File: config.mk
export PLATFORM = sky130hd
export DESIGN_NAME = bcd_regs
export DESIGN_NICKNAME = d
export VERILOG_FILES = /design/src/pkg/bcd_pkg.sv /design/src/bcd_fwd_decode.sv /design/src/bcd_regs.sv
export SDC_FILE = /design/constraint.sdc
export NUM_CORES = 1
export LEC_CHECK = 0
export BUFFER_PORTS_ARGS = -buffer_cell sky130_fd_sc_hd__buf_2
export CORE_UTILIZATION = 42
export CTS_CLUSTER_DIAMETER = 60
export DETAILED_ROUTE_END_ITERATION = 7
export GPL_TIMING_DRIVEN = 1
export PLACE_DENSITY = 0.81
export SETUP_SLACK_MARGIN = 0.5
export SYNTH_ARGS = -nofsm -noshare
export SYNTH_HDL_FRONTEND = slang
export SYNTH_HIERARCHICAL = 1
export SYNTH_SLANG_ARGS = --single-unit
File: constraint.sdc
create_clock -name core_clk -period 3 [get_ports core_clk]
set_input_delay 0.15 -clock core_clk [delete_from_list [all_inputs] [get_ports core_clk]]
set_output_delay 0.15 -clock core_clk [all_outputs]
set_load 0.05 [all_outputs]
File: src/pkg/bcd_pkg.sv
`default_nettype none
package bcd_pkg;
    // configuration offsets (dword aligned byte addresses)
    localparam logic [7:0] BCD_OFF_BRIDGE_CTL = 8'h3C;
    localparam logic [7:0] BCD_OFF_CHIP_DIAG  = 8'h40;

    // bridge control bit positions
    localparam int BCD_B_FAST_B2B   = 23;
    localparam int BCD_B_SEC_RESET  = 22;
    localparam int BCD_B_MA_MODE    = 21;
    localparam int BCD_B_VGA_EN     = 19;
    localparam int BCD_B_ISA_EN     = 18;
    localparam int BCD_B_SERR_FWD   = 17;
    localparam int BCD_B_PAR_RESP   = 16;
    localparam int BCD_INTPIN_LSB   = 8;

    // chip/diagnostic bit positions
    localparam int BCD_D_PWE_HI     = 28;
    localparam int BCD_D_PWE_LO     = 25;
    localparam int BCD_D_BURST_LSB  = 16;
    localparam int BCD_D_PSERR_DIAG = 12;
    localparam int BCD_D_SPERR_DIAG = 11;
    localparam int BCD_D_PPERR_DIAG = 10;

    // writable masks
    localparam logic [31:0] BCD_BRIDGE_WMASK = 32'h006F_0000;
    localparam logic [31:0] BCD_DIAG_WMASK   = 32'h1E3F_1C00;
    localparam logic [31:0] BCD_RESET_VAL    = 32'h0000_0000;
    localparam logic [7:0]  BCD_INTPIN_VAL   = 8'h00;

    // vga decode constants
    localparam logic [31:0] BCD_VGA_MEM_LO   = 32'h000A_0000;
    localparam logic [31:0] BCD_VGA_MEM_HI   = 32'h000B_FFFF;
    localparam logic [31:0] BCD_VGA_IO_LO    = 32'h0000_03B0;
    localparam logic [31:0] BCD_VGA_IO_HI    = 32'h0000_03DF;
    localparam logic [31:0] BCD_VGA_HOLE_LO  = 32'h0000_03BC;
    localparam logic [31:0] BCD_VGA_HOLE_HI  = 32'h0000_03BF;

    // isa alias: address bits 9:8 nonzero means upper 768 bytes of a 1 KB block
    localparam int BCD_ISA_LSB = 8;

    localparam logic [31:0] BCD_ALL_ONES = 32'hFFFF_FFFF;

    // master-abort outcome codes
    typedef enum logic [1:0] {
        BCD_MA_NONE,
        BCD_MA_TABORT,
        BCD_MA_ONES,
        BCD_MA_DROP
    } bcd_ma_t;
endpackage : bcd_pkg
`default_nettype wire

File: src/bcd_fwd_decode.sv
`timescale 1ns/100ps
`default_nettype none
module bcd_fwd_decode
    import bcd_pkg::*;
(
    input  wire logic        is_io,
    input  wire logic [31:0] addr,
    input  wire logic        in_window,
    input  wire logic        vga_en,
    input  wire logic        isa_en,
    output logic             forward
);
    logic vga_hit;
    logic isa_block;

    // vga decode stands apart from the windows
    // RL9: window-independent vga decode
    always_comb
    begin
        if (is_io)
            vga_hit = (addr >= BCD_VGA_IO_LO) && (addr <= BCD_VGA_IO_HI)
                      && !((addr >= BCD_VGA_HOLE_LO) && (addr <= BCD_VGA_HOLE_HI));
        else
            vga_hit = (addr >= BCD_VGA_MEM_LO) && (addr <= BCD_VGA_MEM_HI);
    end

    // isa filter only trims inside the programmed io window
    // RL10: upper 768 bytes blocked
    // RL11: inside window only
    assign isa_block = isa_en && is_io && in_window
                       && (addr[BCD_ISA_LSB+1:BCD_ISA_LSB] != 2'b00);

    assign forward = (vga_en && vga_hit) || (in_window && !isa_block);
endmodule : bcd_fwd_decode
`default_nettype wire

File: src/bcd_regs.sv
// Operation
// RL1: fast back-to-back bit reads zero; never issue fast back-to-back secondary cycles.
// RL2: secondary reset bit floats secondary outputs and ends secondary transactions.
// RL3: secondary reset output held while bit set; only config write clears it.
// RL4: primary side and config registers keep working through secondary reset.
// RL5: setting secondary reset flushes all posted write buffers.
// RL6: master-abort mode set: master abort returns target abort to initiator.
// RL7: mode clear: aborted reads return all ones, aborted writes dropped.
// RL8: vga enable forwards vga memory and io ranges downstream.
// RL9: vga decode independent of programmed memory and io windows.
// RL10: isa enable blocks upper 768 bytes of each 1 KB io block.
// RL11: isa filtering only inside programmed io window.
// RL12: serr forward enable passes secondary address parity serr to primary.
// RL13: parity response low disables secondary parity checking.
// RL14: interrupt pin field reads 00h.
// RL15: posted-write error disable bits suppress primary error per condition.
// RL16: burst limit caps data transfers at 1..63; zero means unlimited.
// RL17: burst limit top two bits fixed at zero.
// RL18: primary serr diagnostic asserts serr on every primary address phase.
// RL19: secondary perr diagnostic asserts perr on secondary write data phases to us. Code withholds it while the secondary reset bit is set.
// RL20: primary perr diagnostic asserts perr on primary write data phases to us.
// RL21: type-zero config access reaches both registers; reserved bits read zero.
`timescale 1ns/100ps
`default_nettype none
module bcd_regs
    import bcd_pkg::*;
(
    input  wire logic        core_clk,
    input  wire logic        rst,
    // type-zero configuration access from the primary bus
    input  wire logic        cfg_wr,
    input  wire logic        cfg_rd,
    input  wire logic [7:0]  cfg_addr,
    input  wire logic [3:0]  cfg_be,
    input  wire logic [31:0] cfg_wdata,
    output logic [31:0]      cfg_rdata,
    // secondary bus control
    output logic             sec_rst_n,
    output logic             sec_out_float,
    output logic             sec_xact_kill,
    output logic             post_flush,
    output logic             fast_b2b_allow,
    output logic             sec_parity_check_en,
    // forward decode request
    input  wire logic        dec_is_io,
    input  wire logic [31:0] dec_addr,
    input  wire logic        dec_in_window,
    output logic             dec_forward,
    // master abort handling
    input  wire logic        ma_seen,
    input  wire logic        ma_is_read,
    input  wire logic        ma_is_posted,
    output logic [1:0]       ma_outcome,
    output logic [31:0]      ma_read_data,
    // burst control
    input  wire logic        burst_start,
    input  wire logic        burst_xfer,
    output logic             burst_stop,
    // error events
    input  wire logic        sec_addr_par_serr,
    input  wire logic [3:0]  pw_err,
    input  wire logic        pri_addr_phase,
    input  wire logic        sec_wr_data_phase_us,
    input  wire logic        pri_wr_data_phase_us,
    output logic             pri_serr_n,
    output logic             sec_perr_n,
    output logic             pri_perr_n
);
    logic [31:0] bridge_r;
    logic [31:0] diag_r;
    logic [6:0]  burst_cnt_r;
    logic        sec_rst_q_r;
    logic        pri_serr_n_r;
    logic        sec_perr_n_r;
    logic        pri_perr_n_r;
    logic [31:0] ma_data_r;
    logic [31:0] be_mask;
    logic [5:0]  burst_lim;
    logic        sec_reset_bit;

    // byte enables widened into a bit mask
    function automatic logic [31:0] bcd_be_mask(input logic [3:0] be);
        bcd_be_mask = {{8{be[3]}}, {8{be[2]}}, {8{be[1]}}, {8{be[0]}}};
    endfunction : bcd_be_mask

    // register image with read-only fields forced
    // RL14: interrupt pin zero
    function automatic logic [31:0] bcd_bridge_view(input logic [31:0] r);
        logic [31:0] v;
        v = r & BCD_BRIDGE_WMASK;
        v[BCD_B_FAST_B2B] = 1'b0;
        v[BCD_INTPIN_LSB +: 8] = BCD_INTPIN_VAL;
        bcd_bridge_view = v;
    endfunction : bcd_bridge_view

    assign be_mask       = bcd_be_mask(cfg_be);
    assign sec_reset_bit = bridge_r[BCD_B_SEC_RESET];

    // bridge control register; config writes are honoured even in sec reset
    // RL4: config kept alive
    always_ff @(posedge core_clk)
    begin
        if (rst)
            bridge_r <= BCD_RESET_VAL;
        else if (cfg_wr && cfg_addr == BCD_OFF_BRIDGE_CTL)
            bridge_r <= (bridge_r & ~(be_mask & BCD_BRIDGE_WMASK))
                        | (cfg_wdata & be_mask & BCD_BRIDGE_WMASK);
    end

    // chip/diagnostic register; mask keeps burst top bits at zero
    // RL17: burst top bits fixed
    always_ff @(posedge core_clk)
    begin
        if (rst)
            diag_r <= BCD_RESET_VAL;
        else if (cfg_wr && cfg_addr == BCD_OFF_CHIP_DIAG)
            diag_r <= (diag_r & ~(be_mask & BCD_DIAG_WMASK))
                      | (cfg_wdata & be_mask & BCD_DIAG_WMASK);
    end

    // read data registered; unmapped offsets read zero
    // RL21: config readback
    always_ff @(posedge core_clk)
    begin
        if (rst)
            cfg_rdata <= BCD_RESET_VAL;
        else if (cfg_rd)
        begin
            if (cfg_addr == BCD_OFF_BRIDGE_CTL)
                cfg_rdata <= bcd_bridge_view(bridge_r); // RL1 RL14 forced fields
            else if (cfg_addr == BCD_OFF_CHIP_DIAG)
                cfg_rdata <= diag_r & BCD_DIAG_WMASK;
            else
                cfg_rdata <= 32'h0000_0000;
        end
    end

    // RL3: reset output follows bit
    always_ff @(posedge core_clk)
    begin
        if (rst)
            sec_rst_q_r <= 1'b0;
        else
            sec_rst_q_r <= sec_reset_bit;
    end

    assign sec_rst_n     = !sec_reset_bit;
    // RL2: float and terminate
    assign sec_out_float = sec_reset_bit;
    assign sec_xact_kill = sec_reset_bit;
    // RL5: flush on rising edge of the bit
    assign post_flush    = sec_reset_bit && !sec_rst_q_r;
    // RL1: no fast back-to-back
    assign fast_b2b_allow = 1'b0;
    // RL13: parity check gate
    assign sec_parity_check_en = bridge_r[BCD_B_PAR_RESP];

    // RL8: vga and isa forwarding filter
    // RL9: vga beside windows
    // RL10: isa alias block
    // RL11: isa inside window
    bcd_fwd_decode u_dec (
        .is_io     (dec_is_io),
        .addr      (dec_addr),
        .in_window (dec_in_window),
        .vga_en    (bridge_r[BCD_B_VGA_EN]),
        .isa_en    (bridge_r[BCD_B_ISA_EN]),
        .forward   (dec_forward)
    );

    // master abort outcome chosen combinationally; posted writes not ours
    // RL6: target abort mode
    always_comb
    begin
        if (!ma_seen || ma_is_posted)
            ma_outcome = BCD_MA_NONE;
        else if (bridge_r[BCD_B_MA_MODE])
            ma_outcome = BCD_MA_TABORT;
        else if (ma_is_read)
            ma_outcome = BCD_MA_ONES;
        else
            ma_outcome = BCD_MA_DROP;
    end

    // RL7: all-ones read data
    always_ff @(posedge core_clk)
    begin
        if (rst)
            ma_data_r <= BCD_RESET_VAL;
        else if (ma_seen && ma_is_read && !bridge_r[BCD_B_MA_MODE])
            ma_data_r <= BCD_ALL_ONES;
    end
    assign ma_read_data = ma_data_r;

    // RL16: burst counting; zero limit never stops
    assign burst_lim = diag_r[BCD_D_BURST_LSB +: 6];
    always_ff @(posedge core_clk)
    begin
        if (rst)
            burst_cnt_r <= 7'h00;
        else if (burst_start)
            burst_cnt_r <= 7'h00;
        else if (burst_xfer && burst_cnt_r != 7'h7F)
            burst_cnt_r <= burst_cnt_r + 7'h01;
    end
    assign burst_stop = (burst_lim != 6'h00) && (burst_cnt_r >= {1'b0, burst_lim});

    // primary serr: diagnostic, forwarded secondary serr, unsuppressed posted errors
    // RL12: serr forward
    // RL15: per-condition suppress
    // RL18: diagnostic serr
    always_ff @(posedge core_clk)
    begin
        if (rst)
            pri_serr_n_r <= 1'b1;
        else
            pri_serr_n_r <= !((diag_r[BCD_D_PSERR_DIAG] && pri_addr_phase)
                || (bridge_r[BCD_B_SERR_FWD] && sec_addr_par_serr)
                || |(pw_err & ~diag_r[BCD_D_PWE_HI:BCD_D_PWE_LO]));
    end
    assign pri_serr_n = pri_serr_n_r;

    // RL19: secondary perr diagnostic
    always_ff @(posedge core_clk)
    begin
        if (rst)
            sec_perr_n_r <= 1'b1;
        else
            sec_perr_n_r <= !(diag_r[BCD_D_SPERR_DIAG] && sec_wr_data_phase_us
                              && !sec_reset_bit);
    end
    assign sec_perr_n = sec_perr_n_r;

    // RL20: primary perr diagnostic
    always_ff @(posedge core_clk)
    begin
        if (rst)
            pri_perr_n_r <= 1'b1;
        else
            pri_perr_n_r <= !(diag_r[BCD_D_PPERR_DIAG] && pri_wr_data_phase_us);
    end
    assign pri_perr_n = pri_perr_n_r;

    // assertions: secondary reset, flush and config survival
    a_sec_reset_out: assert property (@(posedge core_clk) disable iff (rst) // RL2
        sec_reset_bit |-> !sec_rst_n && sec_out_float)
        else $error("secondary reset not asserted");
    a_kill_on_reset: assert property (@(posedge core_clk) disable iff (rst) // RL2
        sec_reset_bit |-> sec_xact_kill)
        else $error("secondary transaction not ended");
    a_reset_held: assert property (@(posedge core_clk) disable iff (rst) // RL3
        (sec_reset_bit && !(cfg_wr && cfg_addr == BCD_OFF_BRIDGE_CTL)) |=> sec_reset_bit)
        else $error("secondary reset released without config write");
    a_cfg_alive: assert property (@(posedge core_clk) disable iff (rst) // RL4
        (sec_reset_bit && cfg_rd && cfg_addr == BCD_OFF_BRIDGE_CTL)
        |=> cfg_rdata[BCD_B_SEC_RESET])
        else $error("config read lost during secondary reset");
    a_cfg_kept: assert property (@(posedge core_clk) disable iff (rst) // RL4
        (sec_reset_bit && !(cfg_wr && cfg_addr == BCD_OFF_CHIP_DIAG)) |=> $stable(diag_r))
        else $error("config state changed during secondary reset");
    a_flush_once: assert property (@(posedge core_clk) disable iff (rst) // RL5
        $rose(sec_reset_bit) |-> post_flush ##1 !post_flush)
        else $error("flush pulse wrong");
    a_flush_cause: assert property (@(posedge core_clk) disable iff (rst) // RL5
        post_flush |-> $rose(sec_reset_bit))
        else $error("flush without reset bit rising");

    // master abort outcome checks
    a_ma_tabort: assert property (@(posedge core_clk) disable iff (rst) // RL6
        (ma_seen && !ma_is_posted && bridge_r[BCD_B_MA_MODE]) |-> ma_outcome == BCD_MA_TABORT)
        else $error("target abort not chosen");
    a_ma_ones: assert property (@(posedge core_clk) disable iff (rst) // RL7
        (ma_seen && ma_is_read && !bridge_r[BCD_B_MA_MODE]) |=> ma_read_data == BCD_ALL_ONES)
        else $error("aborted read data not all ones");
    a_ma_drop: assert property (@(posedge core_clk) disable iff (rst) // RL7
        (ma_seen && !ma_is_posted && !ma_is_read && !bridge_r[BCD_B_MA_MODE])
        |-> ma_outcome == BCD_MA_DROP)
        else $error("aborted write not dropped");

    // forwarding decode checks; vga io cases taken outside the window on purpose
    a_vga_mem: assert property (@(posedge core_clk) disable iff (rst) // RL8
        (bridge_r[BCD_B_VGA_EN] && !dec_is_io && dec_addr >= BCD_VGA_MEM_LO
         && dec_addr <= BCD_VGA_MEM_HI) |-> dec_forward)
        else $error("vga memory access not forwarded");
    a_vga_io: assert property (@(posedge core_clk) disable iff (rst) // RL9
        (bridge_r[BCD_B_VGA_EN] && dec_is_io && !dec_in_window && dec_addr >= BCD_VGA_IO_LO
         && dec_addr < BCD_VGA_HOLE_LO) |-> dec_forward)
        else $error("vga io access not forwarded");
    a_vga_hole: assert property (@(posedge core_clk) disable iff (rst) // RL8
        (dec_is_io && !dec_in_window && dec_addr >= BCD_VGA_HOLE_LO
         && dec_addr <= BCD_VGA_HOLE_HI) |-> !dec_forward)
        else $error("vga hole forwarded");
    a_isa_block: assert property (@(posedge core_clk) disable iff (rst) // RL10
        (bridge_r[BCD_B_ISA_EN] && !bridge_r[BCD_B_VGA_EN] && dec_is_io
         && dec_addr[BCD_ISA_LSB+1:BCD_ISA_LSB] != 2'b00) |-> !dec_forward)
        else $error("isa alias forwarded");
    a_isa_io_only: assert property (@(posedge core_clk) disable iff (rst) // RL11
        (dec_in_window && (!dec_is_io || !bridge_r[BCD_B_ISA_EN]
         || dec_addr[BCD_ISA_LSB+1:BCD_ISA_LSB] == 2'b00)) |-> dec_forward)
        else $error("window access wrongly filtered");

    // primary error reporting checks
    a_serr_fwd: assert property (@(posedge core_clk) disable iff (rst) // RL12
        (bridge_r[BCD_B_SERR_FWD] && sec_addr_par_serr) |=> !pri_serr_n)
        else $error("secondary serr not forwarded");
    a_pw_report: assert property (@(posedge core_clk) disable iff (rst) // RL15
        (|(pw_err & ~diag_r[BCD_D_PWE_HI:BCD_D_PWE_LO])) |=> !pri_serr_n)
        else $error("posted-write error not reported");
    a_pw_suppress: assert property (@(posedge core_clk) disable iff (rst) // RL15
        (pw_err != 4'h0 && (pw_err & ~diag_r[BCD_D_PWE_HI:BCD_D_PWE_LO]) == 4'h0
         && !(diag_r[BCD_D_PSERR_DIAG] && pri_addr_phase)
         && !(bridge_r[BCD_B_SERR_FWD] && sec_addr_par_serr)) |=> pri_serr_n)
        else $error("suppressed posted-write error reported");
    a_par_gate: assert property (@(posedge core_clk) disable iff (rst) // RL13
        !bridge_r[BCD_B_PAR_RESP] |-> !sec_parity_check_en)
        else $error("parity check on while response low");

    // readback checks
    a_fb2b_zero: assert property (@(posedge core_clk) disable iff (rst) // RL1
        (cfg_rd && cfg_addr == BCD_OFF_BRIDGE_CTL) |=> !cfg_rdata[BCD_B_FAST_B2B])
        else $error("fast back-to-back bit not zero");
    a_intpin_zero: assert property (@(posedge core_clk) disable iff (rst) // RL14
        (cfg_rd && cfg_addr == BCD_OFF_BRIDGE_CTL) |=> cfg_rdata[15:8] == BCD_INTPIN_VAL)
        else $error("interrupt pin field not zero");
    a_rsvd_bridge: assert property (@(posedge core_clk) disable iff (rst) // RL21
        (cfg_rd && cfg_addr == BCD_OFF_BRIDGE_CTL)
        |=> (cfg_rdata & ~BCD_BRIDGE_WMASK) == 32'h0000_0000)
        else $error("bridge reserved bits not zero");
    a_rsvd_diag: assert property (@(posedge core_clk) disable iff (rst) // RL21
        (cfg_rd && cfg_addr == BCD_OFF_CHIP_DIAG)
        |=> (cfg_rdata & ~BCD_DIAG_WMASK) == 32'h0000_0000)
        else $error("diagnostic reserved bits not zero");
    a_unmapped_zero: assert property (@(posedge core_clk) disable iff (rst) // RL21
        (cfg_rd && cfg_addr != BCD_OFF_BRIDGE_CTL && cfg_addr != BCD_OFF_CHIP_DIAG)
        |=> cfg_rdata == 32'h0000_0000)
        else $error("unmapped offset not zero");

    // burst and diagnostic checks
    a_burst_cap: assert property (@(posedge core_clk) disable iff (rst) // RL16
        (burst_lim != 6'h00 && burst_cnt_r == {1'b0, burst_lim}) |-> burst_stop)
        else $error("burst not stopped at limit");
    a_burst_reach: assert property (@(posedge core_clk) disable iff (rst) // RL16
        (burst_lim != 6'h00 && !burst_start && burst_xfer
         && burst_cnt_r == {1'b0, burst_lim} - 7'h01
         && !(cfg_wr && cfg_addr == BCD_OFF_CHIP_DIAG)) |=> burst_stop)
        else $error("burst limit not reached by counting");
    a_burst_top: assert property (@(posedge core_clk) disable iff (rst) // RL17
        diag_r[BCD_D_BURST_LSB+7:BCD_D_BURST_LSB+6] == 2'b00)
        else $error("burst top bits set");
    a_serr_diag: assert property (@(posedge core_clk) disable iff (rst) // RL18
        (diag_r[BCD_D_PSERR_DIAG] && pri_addr_phase) |=> !pri_serr_n)
        else $error("diagnostic serr missing");
    a_sperr_diag: assert property (@(posedge core_clk) disable iff (rst) // RL19
        (diag_r[BCD_D_SPERR_DIAG] && sec_wr_data_phase_us && !sec_reset_bit) |=> !sec_perr_n)
        else $error("diagnostic secondary perr missing");
    a_pperr_diag: assert property (@(posedge core_clk) disable iff (rst) // RL20
        (diag_r[BCD_D_PPERR_DIAG] && pri_wr_data_phase_us) |=> !pri_perr_n)
        else $error("diagnostic primary perr missing");
endmodule : bcd_regs
`default_nettype wire

==> results of run 1 <==
==> area by class of cell <==
class	count	area share [%]
clock buffer	5	2.296
clock inverter	3	0.7098
inverter	12	1.503
multi-input combinational	187	40.54
sequential	45	30.06
tap	72	3.006
timing repair buffer	131	21.88
==> synthesized netlist by cell type (3+ instances only) <==
master,instances,area [um^2]
buf_4,51,382.9
dfxtp_1,45,900.9
nor2_1,30,112.6
mux2i_1,19,190.2
o21ai_0,16,80.08
inv_1,12,45.04
a31o_2,9,78.83
nand2_1,9,33.78
clkbuf_1,8,30.03
nand4_1,8,50.05
nor3b_1,8,60.06
ha_1,7,87.58
o22ai_1,6,37.54
a21oi_1,5,25.02
a22o_1,5,43.79
nor4_1,5,31.28
a31oi_1,4,25.02
nor3_1,4,20.02
and3_1,3,18.77
nand2b_1,3,18.77
nand3_1,3,15.01
==> stage by stage <==
stage | power (W) | util, % | std cells | hold WS [ps]
after floorplan | 0.0008803 | - | 303 | 234.2
final | 0.001277 | 53.12 | 455 | 31.86
after detailed placement | 0.0009065 | 51.52 | 447 | 356.7
after CTS | 0.001284 | 53.12 | 455 | 29.96
after global placement | 0.0009042 | 51.52 | 447 | 360.2
after global routing | 0.001327 | 53.12 | 455 | 35.97
==> layer usage <==
layer,share of wire (%),vias up,wire (um),track usage [%]
met5,0,-,0,0
met4,1.4,0,78,6.727
met2,49,121,2730,33.45
met1,43,1011,2396,21.59
met3,7.4,9,416,4.368
li1,-,1137,-,-
==> worst max-delay path by stage <==
stage / end / slack (ps) / from
6_report: burst_stop / 740 / burst_cnt_r[0]
5_1_grt: burst_stop / 620 / burst_cnt_r[0]
4_1_cts: burst_stop / 740 / burst_cnt_r[0]
3_5_place_dp: burst_stop / 1100 / burst_cnt_r[0]
3_3_place_gp: flip-flop / 1130 / cfg_addr[1]
2_1_floorplan: burst_stop / 930 / burst_cnt_r[0]
==> power by group <==
part / switching [W] / internal (W)
clock: 0.000219 / 0.000165
sequential: 0.00000617 / 0.000600
combinational: 0.000221 / 0.0000664
total: 0.000446 / 0.000831
==> cells in the final DEF, fill, tap and decap left out, types with 8 or more instances in the layout <==
master,instances
nor2_1,30
mux2i_1,19
buf_2,131
nor3b_1,8
inv_1,12
dfxtp_1,45
o21ai_0,16
a31o_2,9
nand2_1,9
nand4_1,8
conb_1,19
==> logic make-up (layout without fill, tap and decap cells) <==
| group | Yosys count | after routing | share of synthesized area (%) |
|---|---|---|---|
| buffers and inverters | 71 | 151 | 18.27 |
| AO/OA/AOI/OAI | 51 | 51 | 13.68 |
| AND/OR/NAND/NOR | 89 | 89 | 20.17 |
| multiplexers | 19 | 19 | 7.589 |
| flip-flops | 45 | 45 | 35.95 |
| other | 1 | 19 | 0.1496 |
| adder cells (fa/ha/maj) | 7 | 7 | 3.495 |
| XOR/XNOR | 2 | 2 | 0.6991 |
==> results.json, run 1 <==
{
  "status": "finished, final reports clean",
  "firstDrtPassIters": 4,
  "synth_ff_type": "dfxtp_1",
  "area_growth_syn_to_layout_pct": 19.57,
  "worstPathRequired_ps": 2850,
  "ir_drop_uv": 321.1,
  "relSlewSlack_pct": 54.20,
  "root_buffer": "clkbuf_8",
  "drc": 0,
  "clk_pin_slew_worst_paths_ps": 90,
  "tightest_slew_ps": 681.8,
  "grt_pass1_wl_um": 9211,
  "maxSlewViolCount": 0,
  "grt-ovfl-total": 0,
  "setup_ws_ps": 737.1,
  "fillers": 533,
  "drive_above_1_share_pct": 40.73,
  "multi_input_area_um2": 1215,
  "netlist_area_um2": 2506,
  "arrival_ps": 2110,
  "p_leak_nw": 1.482,
  "r2r_start": "burst_cnt_r[1]",
  "numCtsBuffers": 5,
  "netlist_instances": 285,
  "min_period_over_period_pct": 75.43,
  "ys_types": 41,
  "cts_buffer_depth": 2,
  "rsz0062_at_grt": "no",
  "place_congestion": 0.7708,
  "clkSinkCount": 45,
  "fin_crit_ps": 2263,
  "grt_max_degree": 36,
  "whs_endpoint": "pri_perr_n",
  "die_area_um2": 6280,
  "final_nets": 484,
  "r2r_setup_slack_ps": 1620,
  "postCtsHoldBufs": 0,
  "timing.rr.end": "burst_cnt_r[2]",
  "fmax_ghz": 0.4419,
  "ff2ff_path_depth": 4,
  "grt_pass1_vias": 2078,
  "setup.worst_path.class": "flip-flop to primary output",
  "cpPeakStageDelay_ps": 460,
  "fin_worst_skew_ps": 6.662,
  "io_buffers": 131,
  "end_kind": "primary output",
  "synth_edf_count": 0,
  "crit_fanout": 3,
  "dpl_cell_area_um2": 2907,
  "synth.avg_cell_area_um2": 8.794,
  "wire_per_inst_um": 12.35,
  "min_from": "pri_wr_data_phase_us",
  "ios": 172,
  "critPathBufInv": 2,
  "die_height_um": 79.25,
  "synth-seq-cells": 45,
  "cts_tree": "built",
  "hold_viol_final": 0,
  "crit_slowest_cell": "a2111oi_0",
  "crit_family": "compound AO/OA/AOI/OAI gates",
  "start_util_pct": 44.42,
  "seqCellArea_um2": 900.9,
  "async_flop_share_pct": 0,
  "worst-path-stages": 7,
  "max_cap_viol_count": 0,
  "post_cts_resized": 0,
  "core_um2": 5642,
  "whs_path_depth": 2,
  "pre_cts_ws_ps": 1104,
  "ys_warn_count": 6,
  "grt_util_all_layers_pct": 18.72,
  "seq_area_frac_synth_pct": 35.95,
  "path_cells": "inv_1 -> ha_1 -> nand2b_1 -> a2111oi_0 -> or3_1 -> a21oi_1 -> buf_2",
  "rows": 27,
  "cts_setup_buffers": 0,
  "drtIter0Drc": 102,
  "power_density_nw_per_um2": 426.2,
  "setup_tns_ps": 0,
  "hpwl_um": 4391,
  "setup_violations": 0,
  "fin_area_um2": 2997,
  "vias_per_cell": 5.007,
  "antenna_found_initial": 0,
  "min_path_type": "input port to flip-flop",
  "wirelength_um": 5621,
  "clk_latency_ps": 310,
  "num_antenna_cells": 0,
  "die_x_um": 79.25,
  "worstSetupStartpointType": "flip-flop",
  "via_count": 2278,
  "cts.htree.levels": 2,
  "ant_nets": 0
}
Power figures use the tool's default switching activity.
==> run 2: changes to the inputs <==
--- a/config.mk
+++ b/config.mk
@@ -5,12 +5,13 @@
 export SDC_FILE = /design/constraint.sdc
 export NUM_CORES = 1
 export LEC_CHECK = 0
+export ABC_AREA = 1
 export BUFFER_PORTS_ARGS = -buffer_cell sky130_fd_sc_hd__buf_2
-export CORE_UTILIZATION = 42
+export CORE_UTILIZATION = 39
 export CTS_CLUSTER_DIAMETER = 60
 export DETAILED_ROUTE_END_ITERATION = 7
 export GPL_TIMING_DRIVEN = 1
-export PLACE_DENSITY = 0.81
+export PLACE_DENSITY = 0.77
 export SETUP_SLACK_MARGIN = 0.5
 export SYNTH_ARGS = -nofsm -noshare
 export SYNTH_HDL_FRONTEND = slang
==> constraint.sdc (replaced) <==
create_clock -name core_clk -period 1.8 [get_ports core_clk]
set_input_delay 0.09 -clock core_clk [delete_from_list [all_inputs] [get_ports core_clk]]
set_output_delay 0.09 -clock core_clk [all_outputs]
set_load 0.05 [all_outputs]
==> results.json, run 2 <==
{
  "yosysTopAreaCellShare_pct": 32.52,
  "io_buffers": 131,
  "via_count": 2874,
  "gr-max-usage-layer": "met2",
  "grt_pass1_vias": 2697,
  "setup_violations": 0,
  "start_util_pct": 40.55,
  "power_density_nw_per_um2": 667.6,
  "synth-seq-cells": 45,
  "ys_types": 27,
  "clk_pin_slew_worst_paths_ps": 80,
  "setup_tns_ps": 0,
  "met2_usage_pct": 36.08,
  "rsz0062_at_grt": "yes",
  "arrival_ps": 1610,
  "seq_area_frac_synth_pct": 32.52,
  "netlist_instances": 425,
  "area_growth_syn_to_layout_pct": 29.58,
  "async_flop_share_pct": 0,
  "synth.avg_cell_area_um2": 6.518,
  "wire_per_inst_um": 10.90,
  "max_cap_viol_count": 0,
  "fin_crit_ps": 1700,
  "synth_edf_count": 0,
  "die_height_um": 86.28,
  "fin_worst_skew_ps": 6.041,
  "ys_top_cells_by_count": "nand2_1 (95), nor2_1 (66), inv_1 (57)",
  "die_area_um2": 7444,
  "numCtsBuffers": 5,
  "final_nets": 638,
  "drtIter0Drc": 117,
  "power_w": 0.002397,
  "cts_tree": "built",
  "p_leak_nw": 1.881,
  "use_met1_pct": 21.34,
  "grt_pass1_wl_um": 11590,
  "cts.htree.levels": 2,
  "status": "finished, final reports clean",
  "drive_above_1_share_pct": 37.06,
  "synth_top_family_by_area": "simple AND/OR/NAND/NOR gates",
  "grt_util_all_layers_pct": 19.80,
  "muxShareOfSynthArea_pct": 0,
  "clkSinkCount": 45,
  "hold_viol_final": 0,
  "ant_nets": 0,
  "grt_use_met3_pct": 4.381,
  "fmax_ghz": 0.5882,
  "synth_compound_area_share_pct": 5.556,
  "core_um2": 6832,
  "synth_ff_type": "dfxtp_1",
  "cts_buffer_depth": 2,
  "yosys.area.top_type": "dfxtp_1",
  "grt_max_degree": 34,
  "relSlewSlack_pct": 66.01,
  "maxSlewViolCount": 0,
  "final_common_cell": "buf_2",
  "synth-simple-area-share_pct": 33.88,
  "worstSetupStartpointType": "flip-flop",
  "synth_fa_ha_area_share_pct": 3.162,
  "firstDrtPassIters": 4,
  "ir_drop_uv": 346.1,
  "ios": 172,
  "worstPathRequired_ps": 1710,
  "num_antenna_cells": 0,
  "rows": 30,
  "hpwl_um": 5108,
  "wirelength_um": 6899,
  "min_period_over_period_pct": 94.45,
  "synth.most_common_cell": "nand2_1",
  "root_buffer": "clkbuf_8",
  "die_x_um": 86.28,
  "min_path_type": "input port to flip-flop",
  "antenna_found_initial": 0,
  "mostFrequentLayoutCells": "buf_2 (127), nand2_1 (92), nor2_1 (62), inv_1 (49), nand3_1 (38)",
  "tightest_slew_ps": 506.7,
  "place_congestion": 0.7672,
  "crit_fanout": 3,
  "synth_xor_area_share_pct": 0.6323,
  "clk_latency_ps": 310,
  "drc": 0,
  "synth.area.top_cells": "dfxtp_1 (33%), buf_4 (14%), nand2_1 (13%), nor2_1 (8.9%), inv_1 (7.7%)",
  "grt-ovfl-total": 0,
  "setup.worst_path.class": "flip-flop to primary output",
  "end_kind": "primary output",
  "ys_warn_count": 6,
  "vias_per_cell": 4.540,
  "netlist_area_um2": 2770
}
[run 2: where the power goes]
| part | leakage (nW) | total (W) | internal, W | switching [W] |
|---|---|---|---|---|
| Sequential | 0.373 | 0.00102 | 0.00100 | 0.0000155 |
| Clock | 0.0585 | 0.000799 | 0.000453 | 0.000346 |
| Combinational | 1.45 | 0.000579 | 0.000142 | 0.000436 |
[run 2: final cells by class]
type | count | area (um^2)
repair buffers | 147 | 809.5
clock buffers | 7 | 86.33
fillers | 680 | 3242
well taps | 96 | 120.1
flip-flops and latches | 45 | 927.1
inverters | 60 | 232.7
clock inverters | 1 | 30.03
multi-input cells | 277 | 1384
[run 2: per-layer routing]
metal	share of wire [%]	wire length, um	vias up
met4	2.8	191	0
met1	41	2850	1266
met2	50	3432	121
li1	-	-	1471
met3	6.1	424	16
met5	0	0	-
[run 2: worst paths after layout]
| kind | slack, ps | cells past startpoint | end | from |
|---|---|---|---|---|
| min | 20 | 3 | flip-flop | cfg_wdata[19] |
| min reg2reg | 450 | 1 | pri_perr_n | flip-flop |
| max | 100 | 9 | burst_stop | flip-flop |
| max reg2reg | 540 | 9 | burst_cnt_r[0] | burst_cnt_r[0] |
[run 2: kinds of logic (layout without fill, tap and decap cells)]
| family | Yosys count | after routing |
|---|---|---|
| fa+ha+maj | 7 | 7 |
| buf+inv | 121 | 215 |
| other cells | 1 | 19 |
| simple gates | 219 | 219 |
| compound gates | 30 | 30 |
| xor+xnor | 2 | 2 |
| flops | 45 | 45 |
[run 2: repair_timing]
| action | 4_1_cts | 5_1_grt |
|---|---|---|
| endpoints found under the setup margin | 40 | 8 |
| hold endpoints to repair | 2 | 0 |
| hold buffers | 2 | 0 |
| buffers inserted | 7 | 2 |
| pin swaps | 9 | 7 |
| gates resized for setup | 31 | 8 |
[run 2: metrics by stage]
stage | cells | area, um^2 | hold WS [ps] | setup slack, ps | utilization (%)
after floorplan | 443 | 2902 | 175.2 | 441.6 | -
after global routing | 633 | 3590 | 35.21 | 33.24 | 52.55
after detailed placement | 614 | 3274 | 297.2 | 239.0 | 47.93
after global placement | 614 | 3274 | 286.6 | 264.4 | 47.93
final | 633 | 3590 | 21.00 | 99.96 | 52.55
after CTS | 631 | 3558 | 19.27 | 121.3 | 52.09
[run 2: critical path, cell delays in order, from the launching register on]
cell and delay, ps:
dfxtp_2 340, inv_2 50, ha_4 280, nand2_1 60, o21ai_1 130, nand2_1 70, nand3_1 90, nand2_2 70
clkinvlp_4 80, buf_8 130
==> run 3: changes to the inputs <==
--- a/config.mk
+++ b/config.mk
@@ -7,11 +7,14 @@
 export LEC_CHECK = 0
 export ABC_AREA = 1
 export BUFFER_PORTS_ARGS = -buffer_cell sky130_fd_sc_hd__buf_2
-export CORE_UTILIZATION = 39
+export CELL_PAD_IN_SITES_DETAIL_PLACEMENT = 1
+export CELL_PAD_IN_SITES_GLOBAL_PLACEMENT = 2
+export CORE_MARGIN = 2
+export CORE_UTILIZATION = 19
 export CTS_CLUSTER_DIAMETER = 60
 export DETAILED_ROUTE_END_ITERATION = 7
 export GPL_TIMING_DRIVEN = 1
-export PLACE_DENSITY = 0.77
+export PLACE_DENSITY_LB_ADDON = 0.1
 export SETUP_SLACK_MARGIN = 0.5
 export SYNTH_ARGS = -nofsm -noshare
 export SYNTH_HDL_FRONTEND = slang
==> results.json, run 3 (same netlist as run 2, synthesis figures left out) <==
{
  "fin_crit_ps": 1664,
  "grt_max_degree": 34,
  "dpl_cell_area_um2": 3390,
  "clk_pin_slew_worst_paths_ps": 70,
  "via_count": 2885,
  "place_congestion": 0.7260,
  "status": "finished, final reports clean",
  "cts_tree": "built",
  "fin_worst_skew_ps": 6.844,
  "start_util_pct": 19.28,
  "relSlewSlack_pct": 58.45,
  "vias_per_cell": 3.974,
  "grt_util_all_layers_pct": 11.18,
  "fillers": 1820,
  "pre_cts_ws_ps": 222.0,
  "firstDrtPassIters": 4,
  "hpwl_um": 6826,
  "die_area_um2": 15560,
  "grt_pass1_wl_um": 14080,
  "drc": 0,
  "arrival_ps": 1570,
  "die_height_um": 124.7,
  "numCtsBuffers": 5,
  "io_buffers": 131,
  "setup.worst_path.class": "flip-flop to primary output",
  "clk_latency_ps": 290,
  "core_um2": 14370,
  "maxSlewViolCount": 0,
  "end_kind": "primary output",
  "tightest_slew_ps": 619.5,
  "cts_buffer_depth": 2,
  "p_leak_nw": 1.944,
  "antenna_found_initial": 2,
  "setup_tns_ps": 0,
  "fmax_ghz": 0.6008,
  "power_w": 0.002703,
  "min_period_over_period_pct": 92.47,
  "rows": 44,
  "wire_per_inst_um": 12.16,
  "fin_area_um2": 3881,
  "mostFrequentLayoutCells": "buf_2 (127), nand2_1 (88), nor2_1 (62), inv_1 (47), nand3_1 (37)",
  "rsz0062_at_grt": "yes",
  "cts.htree.levels": 2,
  "area_growth_syn_to_layout_pct": 40.11,
  "seqCellArea_um2": 930.9,
  "drtIter0Drc": 62,
  "final_nets": 642,
  "wirelength_um": 8826,
  "crit_fanout": 2,
  "ios": 172,
  "power_density_nw_per_um2": 696.4,
  "min_path_type": "input port to flip-flop",
  "max_cap_viol_count": 0,
  "ir_drop_uv": 358.7,
  "worstSetupStartpointType": "flip-flop",
  "multi_input_area_um2": 1448,
  "die_x_um": 124.7,
  "worstPathRequired_ps": 1710,
  "grt-ovfl-total": 0,
  "drive_above_1_share_pct": 40.30,
  "final_common_cell": "buf_2",
  "grt_pass1_vias": 2913,
  "ant_nets": 0,
  "root_buffer": "clkbuf_16",
  "setup_ws_ps": 135.5,
  "hold_viol_final": 0,
  "setup_violations": 0,
  "clkSinkCount": 45
}
[run 3: worst paths after layout]
path	endpoint	slack (ps)	cells after the start	from
hold / removal	flip-flop	20	3	cfg_wdata[22]
setup / recovery	burst_stop	140	9	burst_cnt_r[0]
hold reg to reg	sec_perr_n	440	1	flip-flop
setup reg to reg	burst_cnt_r[0]	390	10	burst_cnt_r[0]
[run 3: timing repair]
action	in CTS	in global routing
gates cloned	0	0
hold endpoints to repair	2	0
pin swaps	11	11
setup endpoints to repair	40	8
resized for setup	40	23
buffers inserted	11	3
hold buffers	2	0
[run 3: cell type report]
class                           count  area share (%)
Multi-Input combinational cell    277           37.30
Timing Repair Buffer              151           22.24
Inverter                           60           6.061
Sequential cell                    45           23.98
Clock inverter                      3           1.193
Clock buffer                        5           3.224
Tap cell                          184           5.932
Antenna cell                        1         0.06447
[run 3: per-stage QoR]
stage / hold slack [ps] / instances / utilization [%]
4_1_cts: 13.60 / 722 / 26.28
5_1_grt: 23.59 / 726 / 27.01
3_3_place_gp: 286.8 / 701 / 23.59
2_1_floorplan: 175.2 / 443 / -
3_5_place_dp: 292.4 / 701 / 23.59
6_report: 22.73 / 726 / 27.01
[run 3: worst max-delay path, stage by stage (launching register included)]
cell,delay (ps)
dfxtp_2,350
inv_2,40
ha_1,270
nand2_1,50
nor2_1,100
nand4_1,90
nand3_1,100
nand2_2,70
clkinvlp_4,80
buf_8,130
[run 3: power breakdown]
part	total, W	internal [W]	switching [W]
Sequential	0.00102	0.00100	0.0000155
Combinational	0.000603	0.000153	0.000450
Clock	0.00108	0.000658	0.000424
[run 3: metal layers]
metal / global-route usage, % / vias to the layer above / wire length [um]
met5: 0 / - / 11
met4: 2.974 / 2 / 81
met3: 3.179 / 7 / 593
met2: 20.15 / 90 / 4299
met1: 12.89 / 1303 / 3840
li1: - / 1483 / -
